===== src/hdl/fsp_pkg.sv =====
// constants, encodings and state types of the self-programming sequencer
// assumes a 100 MHz core clock shared by both ends
package fsp_pkg;
	// ------------------------------------------------------------
	// clock and programming time
	// ------------------------------------------------------------
	localparam int unsigned CLK_MHZ         = 100;
	localparam int unsigned PROG_MIN_US_X10 = 37;   // 3.7 ms, tenths of ms
	localparam int unsigned PROG_MAX_US_X10 = 45;   // 4.5 ms, tenths of ms
	localparam int unsigned PROG_CYCLES_DEF = PROG_MIN_US_X10 * 100 * CLK_MHZ;
	localparam int unsigned TMR_W           = 19;

	// ------------------------------------------------------------
	// control/status bit positions and command patterns
	// ------------------------------------------------------------
	localparam int unsigned B_ARM   = 0;
	localparam int unsigned B_REEN  = 4;
	localparam int unsigned B_BUSY  = 6;
	localparam int unsigned B_IEN   = 7;
	localparam int unsigned SEL_LSB = 1;
	localparam int unsigned SEL_W   = 4;
	localparam logic [4:0] CMD_FILL  = 5'h01;
	localparam logic [4:0] CMD_ERASE = 5'h03;
	localparam logic [4:0] CMD_WRITE = 5'h05;
	localparam logic [4:0] CMD_LOCK  = 5'h09;
	localparam logic [4:0] CMD_REEN  = 5'h11;
	localparam logic [2:0] WIN_SPM   = 3'h4;
	localparam logic [2:0] WIN_LPM   = 3'h3;

	// ------------------------------------------------------------
	// pointer fields, regions, lock and fuse reads
	// ------------------------------------------------------------
	localparam int unsigned PAGE_LSB = 7;
	localparam int unsigned PAGE_W   = 7;
	localparam int unsigned WORD_LSB = 1;
	localparam int unsigned WORD_W   = 6;
	localparam int unsigned WORDS    = 64;
	localparam logic [PAGE_W-1:0] NON_READABLE_REGION_PAGE   = 7'h70;
	localparam logic [15:0]       Z_FUSE_LOW  = 16'h0000;
	localparam logic [15:0]       Z_LOCK      = 16'h0001;
	localparam logic [15:0]       Z_FUSE_EXT  = 16'h0002;
	localparam logic [15:0]       Z_FUSE_HIGH = 16'h0003;
	localparam int unsigned       LOCK_W      = 6;
	localparam logic [LOCK_W-1:0] LOCK_ERASED = 6'h3F;
	localparam logic [1:0]        LOCK_PAD    = 2'h3;
	localparam logic [7:0]        NO_BYTE     = 8'hFF;
	localparam logic [15:0]       ERASED_WORD = 16'hFFFF;

	// host register map (byte offsets) and bus answers
	localparam logic [3:0] REG_ZPTR   = 4'h0;
	localparam logic [3:0] REG_DATA   = 4'h4;
	localparam logic [3:0] REG_CMD    = 4'h8;
	localparam logic [3:0] REG_STAT   = 4'hC;
	localparam int unsigned FOLLOW_LSB = 8;
	localparam logic [1:0] FOLLOW_SPM  = 2'h1;
	localparam logic [1:0] FOLLOW_LPM  = 2'h2;
	localparam logic [1:0] RESP_OKAY   = 2'h0;
	localparam logic [1:0] RESP_SLVERR = 2'h2;

	typedef enum logic [1:0] {C_IDLE, C_ARMED, C_WAIT} fsp_ctl_state_t;
	typedef enum logic [2:0] {H_IDLE, H_WAIT, H_CTRL, H_INSTR, H_READ} fsp_host_state_t;
endpackage : fsp_pkg


===== src/hdl/fsp_if.sv =====
// link between the cpu core end and the self-programming sequencer
// assumes both ends run on the same clock
`timescale 1ns/10ps
interface fsp_if;
	logic        ctl_wr;     // control register write strobe
	logic [7:0]  ctl_wdata;  // control register write value
	logic [7:0]  ctl_rdata;  // control/status readback
	logic        spm;        // store-program instruction strobe
	logic        lpm;        // load-program instruction strobe
	logic [15:0] zptr;       // address pointer
	logic [15:0] wdata;      // data register pair, high:low
	logic        lpm_valid;  // lock/fuse byte answer
	logic [7:0]  lpm_data;   // lock/fuse byte
	logic        ee_busy;    // eeprom write in progress
	logic        cpu_halt;   // core stalled

	modport dev (input ctl_wr, ctl_wdata, spm, lpm, zptr, wdata,
		output ctl_rdata, lpm_valid, lpm_data, ee_busy, cpu_halt);
	modport cpu (output ctl_wr, ctl_wdata, spm, lpm, zptr, wdata,
		input ctl_rdata, lpm_valid, lpm_data, ee_busy, cpu_halt);
endinterface : fsp_if


===== src/hdl/fsp_device.sv =====
// self-programming sequencer: control register, timed windows, page buffer,
// erase/write/lock operations, lock and fuse reads
// assumes a flash macro that reads the buffer while flash_start is acted on
`timescale 1ns/10ps

// Function
// - erase armed, store within four cycles
// - erase keeps other region readable or halts
// - fill stores data pair at word field
// - buffer cleared on write, reenable, reset
// - each buffer word loads once only
// - eeprom write discards loaded buffer
// - write armed, store within four, low bits zero
// - write keeps other region readable or halts
// - ready interrupt while arm bit clear
// - region busy flag blocks region reads
// - software reenables region after programming
// - software keeps interrupts off around sequence
// - lock set, zero bits program locks
// - lock byte layout, flash stays readable
// - software uses pointer one, top bits set
// - eeprom busy refuses programming and reads
// - software checks eeprom busy first
// - lock read, load within three cycles
// - arm and lock-access auto clear
// - pointer selects fuse byte on read
// - programmed reads zero, unprogrammed one
// - timed operation survives core reset
module fsp_device
	import fsp_pkg::*;
#(
	parameter int unsigned PROG_CYCLES = PROG_CYCLES_DEF // operation length
)(
	input  wire logic              aclk,               // core clock
	input  wire logic              aresetn,            // sync core reset, low
	input  wire logic              por_n,              // sync power-on reset, low
	fsp_if.dev                     cpu,                // core side
	input  wire logic [7:0]        fuse_low_byte,      // stored low fuses
	input  wire logic [7:0]        fuse_high_byte,     // stored high fuses
	input  wire logic [7:0]        extended_fuse_byte, // stored extended fuses
	input  wire logic              eeprom_write_busy,  // eeprom write running
	input  wire logic [WORD_W-1:0] buf_rd_idx,         // flash macro buffer index
	output logic      [15:0]       buf_rd_word,        // buffer word to macro
	output logic                   flash_start,        // operation start pulse
	output logic                   flash_erase,        // 1 erase, 0 write
	output logic      [PAGE_W-1:0] flash_page,         // page under operation
	output logic                   rww_read_block,     // region reads refused
	output logic                   selfprog_irq,       // ready interrupt
	output logic      [LOCK_W-1:0] lock_bits           // lock bits, 0 programmed
);
	// ------------------------------------------------------------
	// control group state
	// ------------------------------------------------------------
	fsp_ctl_state_t   state_ff, nxt_state;
	logic [SEL_W-1:0] sel_ff, nxt_sel;
	logic [2:0]       win_ff, nxt_win;
	logic             ien_ff, nxt_ien;
	logic             rww_busy_ff, nxt_rww_busy;
	logic             lpm_valid_ff, nxt_lpm_valid;
	logic [7:0]       lpm_data_ff, nxt_lpm_data;

	// operation group state, kept across core reset
	logic              op_run_ff, nxt_op_run;
	logic [2:0]        op_kind_ff, nxt_op_kind;  // {lock, write, erase}
	logic [PAGE_W-1:0] op_arg_ff, nxt_op_arg;
	logic [TMR_W-1:0]  tmr_ff, nxt_tmr;
	logic [LOCK_W-1:0] lock_ff, nxt_lock;
	logic              start_ff, nxt_start;

	logic [4:0] cmd;
	logic       ctl_take, spm_take, lpm_take, op_ok, op_done;
	logic       buf_clear, buf_load, arm_shown;

	// decode of requests
	assign cmd       = {sel_ff, 1'b1};
	assign ctl_take  = cpu.ctl_wr && !eeprom_write_busy && !op_run_ff;
	assign spm_take  = cpu.spm && state_ff == C_ARMED && win_ff != 3'h0 && !eeprom_write_busy;
	assign lpm_take  = cpu.lpm && state_ff == C_ARMED && cmd == CMD_LOCK && !eeprom_write_busy
		&& win_ff > (WIN_SPM - WIN_LPM);
	assign op_ok     = (cmd == CMD_ERASE) || (cmd == CMD_LOCK)
		|| (cmd == CMD_WRITE && cpu.zptr[PAGE_LSB-1:0] == '0);
	assign op_done   = op_run_ff && tmr_ff == '0;
	assign buf_load  = spm_take && cmd == CMD_FILL;
	assign buf_clear = (op_done && op_kind_ff[1])
		|| (ctl_take && cpu.ctl_wdata[B_REEN])
		|| eeprom_write_busy;

	// ------------------------------------------------------------
	// control group next values
	// ------------------------------------------------------------
	always_comb
	begin
		nxt_state     = state_ff;
		nxt_sel       = sel_ff;
		nxt_win       = win_ff;
		nxt_ien       = ien_ff;
		nxt_rww_busy  = rww_busy_ff;
		nxt_lpm_valid = 1'b0;
		nxt_lpm_data  = lpm_data_ff;
		if (cpu.ctl_wr && !eeprom_write_busy)
			nxt_ien = cpu.ctl_wdata[B_IEN];
		case (state_ff)
			C_IDLE, C_ARMED:
			begin
				if (win_ff != 3'h0)
					nxt_win = win_ff - 3'h1;
				if (ctl_take)
				begin
					nxt_state = cpu.ctl_wdata[B_ARM] ? C_ARMED : C_IDLE;
					nxt_sel   = cpu.ctl_wdata[B_ARM] ? cpu.ctl_wdata[SEL_LSB +: SEL_W] : '0;
					nxt_win   = WIN_SPM;
				end
				else if (spm_take)
				begin
					nxt_state = (op_ok && cmd != CMD_FILL && cmd != CMD_REEN) ? C_WAIT : C_IDLE;
					if (nxt_state == C_IDLE)
						nxt_sel = '0;
					if (cmd == CMD_REEN)
						nxt_rww_busy = 1'b0;
					if (cmd == CMD_ERASE || (cmd == CMD_WRITE && op_ok))
						nxt_rww_busy = 1'b1;
				end
				else if (lpm_take)
				begin
					nxt_state     = C_IDLE;
					nxt_sel       = '0;
					nxt_lpm_valid = 1'b1;
					case (cpu.zptr)
						Z_LOCK:      nxt_lpm_data = {LOCK_PAD, lock_ff};
						Z_FUSE_LOW:  nxt_lpm_data = fuse_low_byte;
						Z_FUSE_HIGH: nxt_lpm_data = fuse_high_byte;
						Z_FUSE_EXT:  nxt_lpm_data = extended_fuse_byte;
						default:     nxt_lpm_data = NO_BYTE;
					endcase
				end
				else if (state_ff == C_ARMED && win_ff <= 3'h1)
				begin
					nxt_state = C_IDLE;
					nxt_sel   = '0;
				end
			end
			C_WAIT:
			begin
				if (op_done || !op_run_ff)
				begin
					nxt_state = C_IDLE;
					nxt_sel   = '0;
				end
			end
			default:
			begin
				nxt_state = C_IDLE;
				nxt_sel   = '0;
			end
		endcase
	end

	// register the control group
	always_ff @(posedge aclk)
	begin
		if (!aresetn)
		begin
			state_ff     <= C_IDLE;
			sel_ff       <= '0;
			win_ff       <= '0;
			ien_ff       <= 1'b0;
			rww_busy_ff  <= 1'b0;
			lpm_valid_ff <= 1'b0;
			lpm_data_ff  <= '0;
		end
		else
		begin
			state_ff     <= nxt_state;
			sel_ff       <= nxt_sel;
			win_ff       <= nxt_win;
			ien_ff       <= nxt_ien;
			rww_busy_ff  <= nxt_rww_busy;
			lpm_valid_ff <= nxt_lpm_valid;
			lpm_data_ff  <= nxt_lpm_data;
		end
	end

	// ------------------------------------------------------------
	// operation group next values
	// ------------------------------------------------------------
	always_comb
	begin
		nxt_op_run  = op_run_ff;
		nxt_op_kind = op_kind_ff;
		nxt_op_arg  = op_arg_ff;
		nxt_tmr     = tmr_ff;
		nxt_lock    = lock_ff;
		nxt_start   = 1'b0;
		if (op_run_ff)
		begin
			nxt_tmr = tmr_ff - TMR_W'(1);
			if (op_done)
			begin
				nxt_op_run = 1'b0;
				if (op_kind_ff[2])
					nxt_lock = lock_ff & op_arg_ff[LOCK_W-1:0];
			end
		end
		else if (spm_take && op_ok && cmd != CMD_FILL && cmd != CMD_REEN)
		begin
			nxt_op_run  = 1'b1;
			nxt_tmr     = TMR_W'(PROG_CYCLES - 1);
			nxt_op_kind = {cmd == CMD_LOCK, cmd == CMD_WRITE, cmd == CMD_ERASE};
			nxt_op_arg  = (cmd == CMD_LOCK) ? PAGE_W'(cpu.wdata[LOCK_W-1:0])
				: cpu.zptr[PAGE_LSB +: PAGE_W];
			nxt_start   = cmd != CMD_LOCK;
		end
	end

	// register the operation group, only power-on reset stops it
	always_ff @(posedge aclk)
	begin
		if (!por_n)
		begin
			op_run_ff  <= 1'b0;
			op_kind_ff <= '0;
			op_arg_ff  <= '0;
			tmr_ff     <= '0;
			lock_ff    <= LOCK_ERASED;
			start_ff   <= 1'b0;
		end
		else
		begin
			op_run_ff  <= nxt_op_run;
			op_kind_ff <= nxt_op_kind;
			op_arg_ff  <= nxt_op_arg;
			tmr_ff     <= nxt_tmr;
			lock_ff    <= nxt_lock;
			start_ff   <= nxt_start;
		end
	end

	// page buffer
	fsp_page_buffer u_buf (
		.aclk      (aclk),
		.aresetn   (aresetn),
		.clear     (buf_clear),
		.load      (buf_load && !eeprom_write_busy),
		.load_idx  (cpu.zptr[WORD_LSB +: WORD_W]),
		.load_word (cpu.wdata),
		.rd_idx    (buf_rd_idx),
		.rd_word   (buf_rd_word)
	);

	// outputs
	assign arm_shown      = state_ff != C_IDLE || op_run_ff;
	assign cpu.ctl_rdata  = {ien_ff, rww_busy_ff, 1'b0, sel_ff, arm_shown};
	assign cpu.lpm_valid  = lpm_valid_ff;
	assign cpu.lpm_data   = lpm_data_ff;
	assign cpu.ee_busy    = eeprom_write_busy;
	assign cpu.cpu_halt   = op_run_ff && !op_kind_ff[2]
		&& op_arg_ff >= NON_READABLE_REGION_PAGE;
	assign rww_read_block = rww_busy_ff
		|| (op_run_ff && !op_kind_ff[2]);
	assign selfprog_irq   = ien_ff && !arm_shown;
	assign flash_start    = start_ff;
	assign flash_erase    = op_kind_ff[0];
	assign flash_page     = op_arg_ff;
	assign lock_bits      = lock_ff;
endmodule : fsp_device


===== src/hdl/fsp_page_buffer.sv =====
// temporary page buffer, one word per location, load-once until cleared
// assumes single-cycle loads from the sequencer; clear is held while the eeprom write runs
`timescale 1ns/10ps
module fsp_page_buffer
	import fsp_pkg::*;
(
	input  wire logic              aclk,      // core clock
	input  wire logic              aresetn,   // sync reset, low
	input  wire logic              clear,     // drop every loaded word
	input  wire logic              load,      // store one word
	input  wire logic [WORD_W-1:0] load_idx,  // word in page
	input  wire logic [15:0]       load_word, // word to store
	input  wire logic [WORD_W-1:0] rd_idx,    // readout index
	output logic      [15:0]       rd_word    // readout word
);
	// ------------------------------------------------------------
	// storage, one generate entry per word
	// ------------------------------------------------------------
	logic [15:0] word_ff [WORDS];
	logic        full_ff [WORDS];

	for (genvar i = 0; i < WORDS; i++)
	begin : g_entry
		logic [15:0] nxt_word;
		logic        nxt_full;

		// second load to a filled word is ignored
		always_comb
		begin
			nxt_word = word_ff[i];
			nxt_full = full_ff[i];
			if (clear)
			begin
				nxt_word = ERASED_WORD;
				nxt_full = 1'b0;
			end
			else if (load && load_idx == WORD_W'(i) && !full_ff[i])
			begin
				nxt_word = load_word;
				nxt_full = 1'b1;
			end
		end

		// register the entry, reset empties it
		always_ff @(posedge aclk)
		begin
			if (!aresetn)
			begin
				word_ff[i] <= ERASED_WORD;
				full_ff[i] <= 1'b0;
			end
			else
			begin
				word_ff[i] <= nxt_word;
				full_ff[i] <= nxt_full;
			end
		end
	end

	// readout
	assign rd_word = word_ff[rd_idx];
endmodule : fsp_page_buffer


===== src/flat_wrapper.sv =====
// flat-port wrapper written by rule: the top's interface ports become plain ports
module fsp_device_flat import fsp_pkg::*;
#(
	parameter int unsigned PROG_CYCLES = PROG_CYCLES_DEF                    
)
  (aclk, aresetn, por_n, fuse_low_byte, fuse_high_byte, extended_fuse_byte, eeprom_write_busy, buf_rd_idx, buf_rd_word, flash_start, flash_erase, flash_page, rww_read_block, selfprog_irq, lock_bits, cpu_ctl_wr, cpu_ctl_wdata, cpu_spm, cpu_lpm, cpu_zptr, cpu_wdata, cpu_ctl_rdata, cpu_lpm_valid, cpu_lpm_data, cpu_ee_busy, cpu_cpu_halt);
  fsp_if cpu_i ();
  input  wire logic aclk;
  input  wire logic aresetn;
  input  wire logic por_n;
  input  wire logic [7:0] fuse_low_byte;
  input  wire logic [7:0] fuse_high_byte;
  input  wire logic [7:0] extended_fuse_byte;
  input  wire logic eeprom_write_busy;
  input  wire logic [WORD_W-1:0] buf_rd_idx;
  output logic      [15:0] buf_rd_word;
  output logic flash_start;
  output logic flash_erase;
  output logic      [PAGE_W-1:0] flash_page;
  output logic rww_read_block;
  output logic selfprog_irq;
  output logic      [LOCK_W-1:0] lock_bits;
  input wire logic [$bits(cpu_i.ctl_wr)-1:0] cpu_ctl_wr;
  input wire logic [$bits(cpu_i.ctl_wdata)-1:0] cpu_ctl_wdata;
  input wire logic [$bits(cpu_i.spm)-1:0] cpu_spm;
  input wire logic [$bits(cpu_i.lpm)-1:0] cpu_lpm;
  input wire logic [$bits(cpu_i.zptr)-1:0] cpu_zptr;
  input wire logic [$bits(cpu_i.wdata)-1:0] cpu_wdata;
  output wire logic [$bits(cpu_i.ctl_rdata)-1:0] cpu_ctl_rdata;
  output wire logic [$bits(cpu_i.lpm_valid)-1:0] cpu_lpm_valid;
  output wire logic [$bits(cpu_i.lpm_data)-1:0] cpu_lpm_data;
  output wire logic [$bits(cpu_i.ee_busy)-1:0] cpu_ee_busy;
  output wire logic [$bits(cpu_i.cpu_halt)-1:0] cpu_cpu_halt;
  assign cpu_i.ctl_wr = cpu_ctl_wr;
  assign cpu_i.ctl_wdata = cpu_ctl_wdata;
  assign cpu_i.spm = cpu_spm;
  assign cpu_i.lpm = cpu_lpm;
  assign cpu_i.zptr = cpu_zptr;
  assign cpu_i.wdata = cpu_wdata;
  assign cpu_ctl_rdata = cpu_i.ctl_rdata;
  assign cpu_lpm_valid = cpu_i.lpm_valid;
  assign cpu_lpm_data = cpu_i.lpm_data;
  assign cpu_ee_busy = cpu_i.ee_busy;
  assign cpu_cpu_halt = cpu_i.cpu_halt;
  fsp_device #(.PROG_CYCLES(PROG_CYCLES)) u_core (.aclk(aclk), .aresetn(aresetn), .por_n(por_n), .cpu(cpu_i), .fuse_low_byte(fuse_low_byte), .fuse_high_byte(fuse_high_byte), .extended_fuse_byte(extended_fuse_byte), .eeprom_write_busy(eeprom_write_busy), .buf_rd_idx(buf_rd_idx), .buf_rd_word(buf_rd_word), .flash_start(flash_start), .flash_erase(flash_erase), .flash_page(flash_page), .rww_read_block(rww_read_block), .selfprog_irq(selfprog_irq), .lock_bits(lock_bits));
endmodule

===== config.mk =====
export PLATFORM = sky130hd
export DESIGN_NAME = fsp_device_flat
export DESIGN_NICKNAME = d
export VERILOG_FILES = /design/src/hdl/fsp_pkg.sv /design/src/hdl/fsp_if.sv /design/src/hdl/fsp_device.sv /design/src/hdl/fsp_page_buffer.sv /design/src/flat_wrapper.sv
export SDC_FILE = /design/constraint.sdc
export NUM_CORES = 2
export LEC_CHECK = 0
export BUFFER_PORTS_ARGS = -buffer_cell sky130_fd_sc_hd__buf_2
export CELL_PAD_IN_SITES_DETAIL_PLACEMENT = 1
export CELL_PAD_IN_SITES_GLOBAL_PLACEMENT = 2
export CORE_UTILIZATION = 49
export DETAILED_ROUTE_END_ITERATION = 7
export PLACE_DENSITY = 0.88
export SLEW_MARGIN = 5
export SYNTH_ARGS = -nofsm -noshare
export SYNTH_HDL_FRONTEND = slang
export SYNTH_SLANG_ARGS = --single-unit
export TNS_END_PERCENT = 20

===== constraint.sdc =====
create_clock -name aclk -period 5.64 [get_ports aclk]
set_input_delay 0.282 -clock aclk [delete_from_list [all_inputs] [get_ports aclk]]
set_output_delay 0.282 -clock aclk [all_outputs]
set_load 0.05 [all_outputs]

## Word level (Yosys, flattened, before mapping)

Memory sizes are Yosys's and may differ from the RTL's.
Index checks and enable logic that the tools add are counted.
Widths: inputs -> output; s select.

- Add/sub/neg operators: 2
- Magnitude comparators: 3
- Eq/ne operators: 141
- Multiplexer cells: 414
- Bitwise gates (word level): 136
- Reduce and logical (&&, ||, !) cells: 316

Operators with widths:

| operator | count |
|---|---|
| $mux 16 | 192 |
| $mux 1 | 201 |
| $eq 6x6->1 const B | 32 |
| $logic_and 1x1->1 | 153 |
| $reduce_and 2->1 | 67 |
| $ne 2x2->1 const B | 64 |
| $or 1x1->1 | 128 |
| $eq 6x5->1 const B | 16 |
| $logic_not 1->1 | 68 |
| $eq 6x4->1 const B | 8 |
| $mux 19 | 2 |
| $eq 16x2->1 const B | 2 |
| $pmux 8 s4 | 1 |
| $mux 4 | 7 |
| $eq 6x3->1 const B | 4 |
| $logic_not 19->1 | 1 |
| $sub 19x1->19 const B | 1 |
| $eq 16x1->1 const B | 1 |
| $logic_not 16->1 | 1 |
| $eq 6x2->1 const B | 2 |
| $mux 2 | 6 |
| $logic_or 1x1->1 | 8 |
| $ne 4x3->1 const B | 2 |
| $pmux 4 s2 | 1 |
| other kinds (31) | 44 |

- Flip-flop bits (word level): 57
- Memory bits (writable): 1088
- Output and inout bits: 52
- Word-level logic and storage cells: 1027
- Memories: 2

Memory list:

| name | words | bits a word | rd ports | clocked after Yosys merged registers in | wr ports | RTL line | RTL |
|---|---|---|---|---|---|---|---|
| u_core.u_buf.word_ff | 64 | 16 | 1 | 0 | 64 | fsp_page_buffer.sv:19 | `logic [15:0] word_ff [WORDS];` |
| u_core.u_buf.full_ff | 64 | 1 | 64 | 0 | 64 | fsp_page_buffer.sv:20 | `logic full_ff [WORDS];` |

## Longest topological paths before layout

- Depth after elaboration: 11
- Mapped depth: 9
- Gate-level depth less buffers: 7

## Cells and area by module

Synthesis repeated with hierarchy kept, for this count alone.

- Cells, all modules: 3741
- Area, all modules: 50574.8 µm²

Modules (own cells, without submodules):

| module | instances | cells an instance | area each (µm²) |
|---|---|---|---|
| fsp_page_buffer | 1 | 3374 | 47339.2 |
| fsp_device | 1 | 367 | 3235.6 |

## Worst setup path after synthesis

Ideal clock, no wire load.

- Path kind: input -> output
- Start point: input buf_rd_idx[0]
- End point: output buf_rd_word[0]
- Data arrival time: 2.832 ns
- Required time: 5.358 ns
- Setup slack: 2.526 ns
- Stages: 8
- Cells stage by stage: buf_4 buf_2 buf_2 buf_2 nor3_1 nor3_1 o21ai_0 o32ai_1

- Longest elaborated chain between the ends: 1

RTL lines:

| what | RTL line | RTL |
|---|---|---|
| start: declaration | flat_wrapper.sv:15 | `input wire logic [WORD_W-1:0] buf_rd_idx;` |
| $mem_v2 64x16 | n/a |  |
| end: declaration | flat_wrapper.sv:16 | `output logic [15:0] buf_rd_word;` |

No other way between the ends.

==> results.py <==
metrics = {
    "cells_and_area": {
        "fillCellCount": 9701,
        "diodes": 0,
        "final_layout_size_suffix_gt1_frac": 0.216,
        "synthToLayoutAreaGrowth_pct": 12.4,
        "nNetsFinal": 3736,
        "multi_input_comb_area_um2": 15400,
        "ff_latch_area_um2": 33200,
    },
    "sta": {
        "tns_ns": 0,
        "finalHoldViolCount": 0,
        "timing.final.max_slew_violations": 0,
        "timing.final.setup_violations": 0,
        "timing.fmax_mhz": 236,
        "grt_setup_unrepaired": "false",
        "final.min_clock_period_ns": 4.25,
        "worst_hold_margin_ns": 0.0309,
        "final_worst_clock_skew_ns": 0.0302,
        "worst_slew_margin_rel": 0.128,
        "worst_margin_pin_slew_ns": 1.31,
        "final_min_period_over_clock_period": 0.753,
    },
    "synth": {
        "synth_largest_type_area_fraction": 0.617,
        "synth-seq-cells": 1145,
        "synth_enable_flop_cells": 1024,
        "syn-mean-instance-area_um2": 14.0,
        "synth.net_count": 3648,
        "synth_ff_type": "sky130_fd_sc_hd__edfxtp_1",
        "synth_cell_type_count": 66,
        "asyncSetResetFlopFracSynth": 0,
        "synthTopCellsByCount": "sky130_fd_sc_hd__nand2_1 (1060), sky130_fd_sc_hd__edfxtp_1 (1024), sky130_fd_sc_hd__mux4_2 (263), sky130_fd_sc_hd__clkbuf_1 (186), sky130_fd_sc_hd__nor2_1 (139)",
        "yosysWarningCount": 0,
        "syn_inst": 3566,
        "yosysSeqAreaShare": 0.666,
        "synthMostInstantiatedCell": "sky130_fd_sc_hd__nand2_1",
        "synthDominantAreaCellType": "sky130_fd_sc_hd__edfxtp_1",
        "synth_area_leaders": "sky130_fd_sc_hd__edfxtp_1 (62%), sky130_fd_sc_hd__mux4_2 (12%), sky130_fd_sc_hd__nand2_1 (8.0%), sky130_fd_sc_hd__dfxtp_1 (4.9%), sky130_fd_sc_hd__clkbuf_1 (1.4%)",
        "synth.cell_area_um2": 49800,
    },
    "drt": {
        "dr.first_iter.drc_count": 3335,
        "wire_per_inst_um": 28.9,
        "wirelength_mm": 148,
        "drtPass1Iterations": 5,
        "drt_drc_violations_left": 0,
        "vias_cell": 6.10,
        "postRouteAntennaNets": 0,
        "routed-via-count": 31200,
    },
    "hold_path": {
        "hold_crit_class": "input port to flop",
    },
    "global_route": {
        "globalRoute.totalOverflow": 0,
        "grt_overall_usage": 0.291,
        "antenna_violations_before_repair": 6,
        "vias_in_the_first_global_route": 32700,
        "global_route_wire_length_before_repair_mm": 218,
        "grt_max_degree": 65,
    },
    "clocking": {
        "clk-insertion-delay-late_ns": 0.72,
        "maximum_clock_path_buffer_count": 3,
        "postCtsSetupBuffers": 0,
        "clock_sink_count": 1145,
        "tritoncts_clock_tree": "built",
        "cts-root-buf": "sky130_fd_sc_hd__clkbuf_16",
        "clk_pin_slew_ns": 0.06,
        "cts-htree-levels": 3,
        "post_cts_resize_count": 0,
        "hold_buffers": 24,
        "tritoncts.num_buffers": 119,
    },
    "power_and_ir_drop": {
        "leakage_nw": 14.6,
        "power-per-cell-area_nw_per_um2": 319,
        "vdd.ir_drop.worst_mv": 0.241,
    },
    "worst_setup_path": {
        "required_ns": 5.98,
        "critical_path.max_stage_delay_ns": 0.93,
        "timing.critical_path.buf_inv": 1,
        "path_cells": "inv_1 -> ha_1 -> nand2b_1 -> and4_1 -> nand3b_1 -> nor3_2 -> nand2b_1",
        "crit_family": "simple AND/OR/NAND/NOR gates",
        "critical_path_peak_fanout": 18,
        "crit_path_end_kind": "flop",
        "timing_worst_setup_path_type": "flop to flop",
        "crit_arrival_ns": 4.58,
        "critical-path-top-cell-by-count": "sky130_fd_sc_hd__nand2b_1",
        "startpoint_type": "flop",
        "worst_path_max_delay_cell": "sky130_fd_sc_hd__nand2b_1",
    },
    "placed_design": {
        "place.detailed.hpwl_mm": 89.5,
        "numPortBuffers": 125,
        "routabilityCongestion": 0.819,
    },
    "run_status": {
        "status": "finished, final reports clean",
    },
    "floorplan": {
        "fp.dieArea_um2": 103000,
        "pin_count": 129,
        "initial_cell_density_of_the_core": 0.496,
        "die_w_um": 321,
        "die_h_um": 321,
        "core_area_um2": 100000,
        "core.rowCount": 116,
    },
    "job": {
        "drv.max_cap_violation_count": 0,
    },
}
==> flip-flops by register name, summed over array words and instances, names as in the netlist, 2 cells and up <==
signal and cells:
u_core.win_ff 3, u_core.state_ff 2, u_core.cpu.lpm_data 8, u_core.u_buf.full_ff 64, u_core.flash_page 7, u_core.op_kind_ff 3
u_core.sel_ff 4, u_core.tmr_ff 19, u_core.lock_bits 6, u_core.u_buf.word_ff 1024
==> routing by layer <==
metal / up-vias / routed length, um / track usage / part of all wire
met4: 8 / 5240 / 0.105 / 0.035
met3: 234 / 11400 / 0.0456 / 0.077
met5: - / 42 / 0 / 0.00028
met1: 16300 / 59000 / 0.396 / 0.40
li1: 13200 / - / - / -
met2: 1367 / 72000 / 0.476 / 0.49
==> logic make-up (layout without fill, tap and decap cells) <==
family / Yosys count / after routing / share of synthesized area
buffers and inverters: 318 / 506 / 0.0280
DFF: 1145 / 1145 / 0.666
other: 1 / 1 / 0.0000753
xor gates and xnor gates: 2 / 2 / 0.000352
adders and majority gates: 5 / 5 / 0.00126
muxes: 350 / 350 / 0.137
and+or+nand+nor: 1468 / 1468 / 0.129
AOI/OAI and AO/OA: 277 / 277 / 0.0385
==> where the power goes <==
| part | internal [mW] | leakage, nW | switching (mW) | total, mW |
|---|---|---|---|---|
| registers | 9.22 | 8.59 | 0.0121 | 9.23 |
| logic | 0.223 | 4.14 | 0.715 | 0.937 |
| clock network | 4.32 | 1.83 | 3.37 | 7.69 |
| total | 13.8 | 14.6 | 4.10 | 17.9 |
==> area by class of cell <==
cell class,instances,area share
clock buffers,150,0.0558
flip-flops and latches,1145,0.592
repair buffers,270,0.0341
inverters,15,0.00101
multi-input cells,2103,0.275
well taps,1357,0.0303
clock inverters,71,0.0109
==> path summary, 6_finish.rpt <==
path                               startpoint                          end  slack [ns]  cells past startpoint
setup reg to reg             u_core.win_ff[0]  u_core.u_buf.word_ff[43][1]        1.39                      7
hold / removal                        aresetn           u_core.rww_busy_ff        0.03                      2
hold reg to reg   u_core.u_buf.full_ff[1][23]  u_core.u_buf.full_ff[1][23]        0.48                      1
setup / recovery             u_core.win_ff[0]  u_core.u_buf.word_ff[43][1]        1.39                      7
==> stage by stage <==
stage | cell area [um^2] | util | setup slack, ns | cells | power (mW)
6_report | 56000 | 0.557 | 1.39 | 5111 | 17.9
5_1_grt | 56000 | 0.557 | 1.12 | 5111 | 18.3
4_1_cts | 56000 | 0.557 | 1.39 | 5111 | 17.9
3_5_place_dp | 52000 | 0.518 | 1.44 | 4866 | 10.3
3_3_place_gp | 52000 | 0.518 | 1.57 | 4866 | 10.3
2_1_floorplan | 49800 | - | 2.53 | 3566 | 9.98
==> worst reg2reg max path, delay by kind of cell (launching register included) <==
| family | cells | cell delay (ns) |
|---|---|---|
| flops | 1 | 0.40 |
| buf+inv | 1 | 0.09 |
| simple gates | 5 | 3.16 |
| fa+ha+maj | 1 | 0.22 |
==> cells in the final DEF, fill, tap and decap left out, types with 11 or more instances in the layout <==
cell type / n
sky130_fd_sc_hd__nor3_1: 29
sky130_fd_sc_hd__mux2_2: 27
sky130_fd_sc_hd__o21ai_0: 67
sky130_fd_sc_hd__buf_2: 121
sky130_fd_sc_hd__mux2i_1: 60
sky130_fd_sc_hd__edfxtp_1: 1024
sky130_fd_sc_hd__dfxtp_1: 121
sky130_fd_sc_hd__o21a_1: 73
sky130_fd_sc_hd__clkbuf_1: 28
sky130_fd_sc_hd__clkinv_2: 28
sky130_fd_sc_hd__nand3_1: 18
sky130_fd_sc_hd__nor2_1: 138
sky130_fd_sc_hd__inv_1: 14
sky130_fd_sc_hd__o221ai_1: 11
sky130_fd_sc_hd__a211oi_1: 23
sky130_fd_sc_hd__o22a_1: 12
sky130_fd_sc_hd__nand2b_1: 70
sky130_fd_sc_hd__nor3_2: 70
sky130_fd_sc_hd__o22ai_1: 17
sky130_fd_sc_hd__a21oi_1: 32
sky130_fd_sc_hd__clkbuf_16: 119
sky130_fd_sc_hd__dlygate4sd3_1: 24
sky130_fd_sc_hd__mux4_2: 263
sky130_fd_sc_hd__buf_4: 114
sky130_fd_sc_hd__clkinv_1: 22
sky130_fd_sc_hd__nand2_1: 1060
Power figures use the tool's default switching activity.
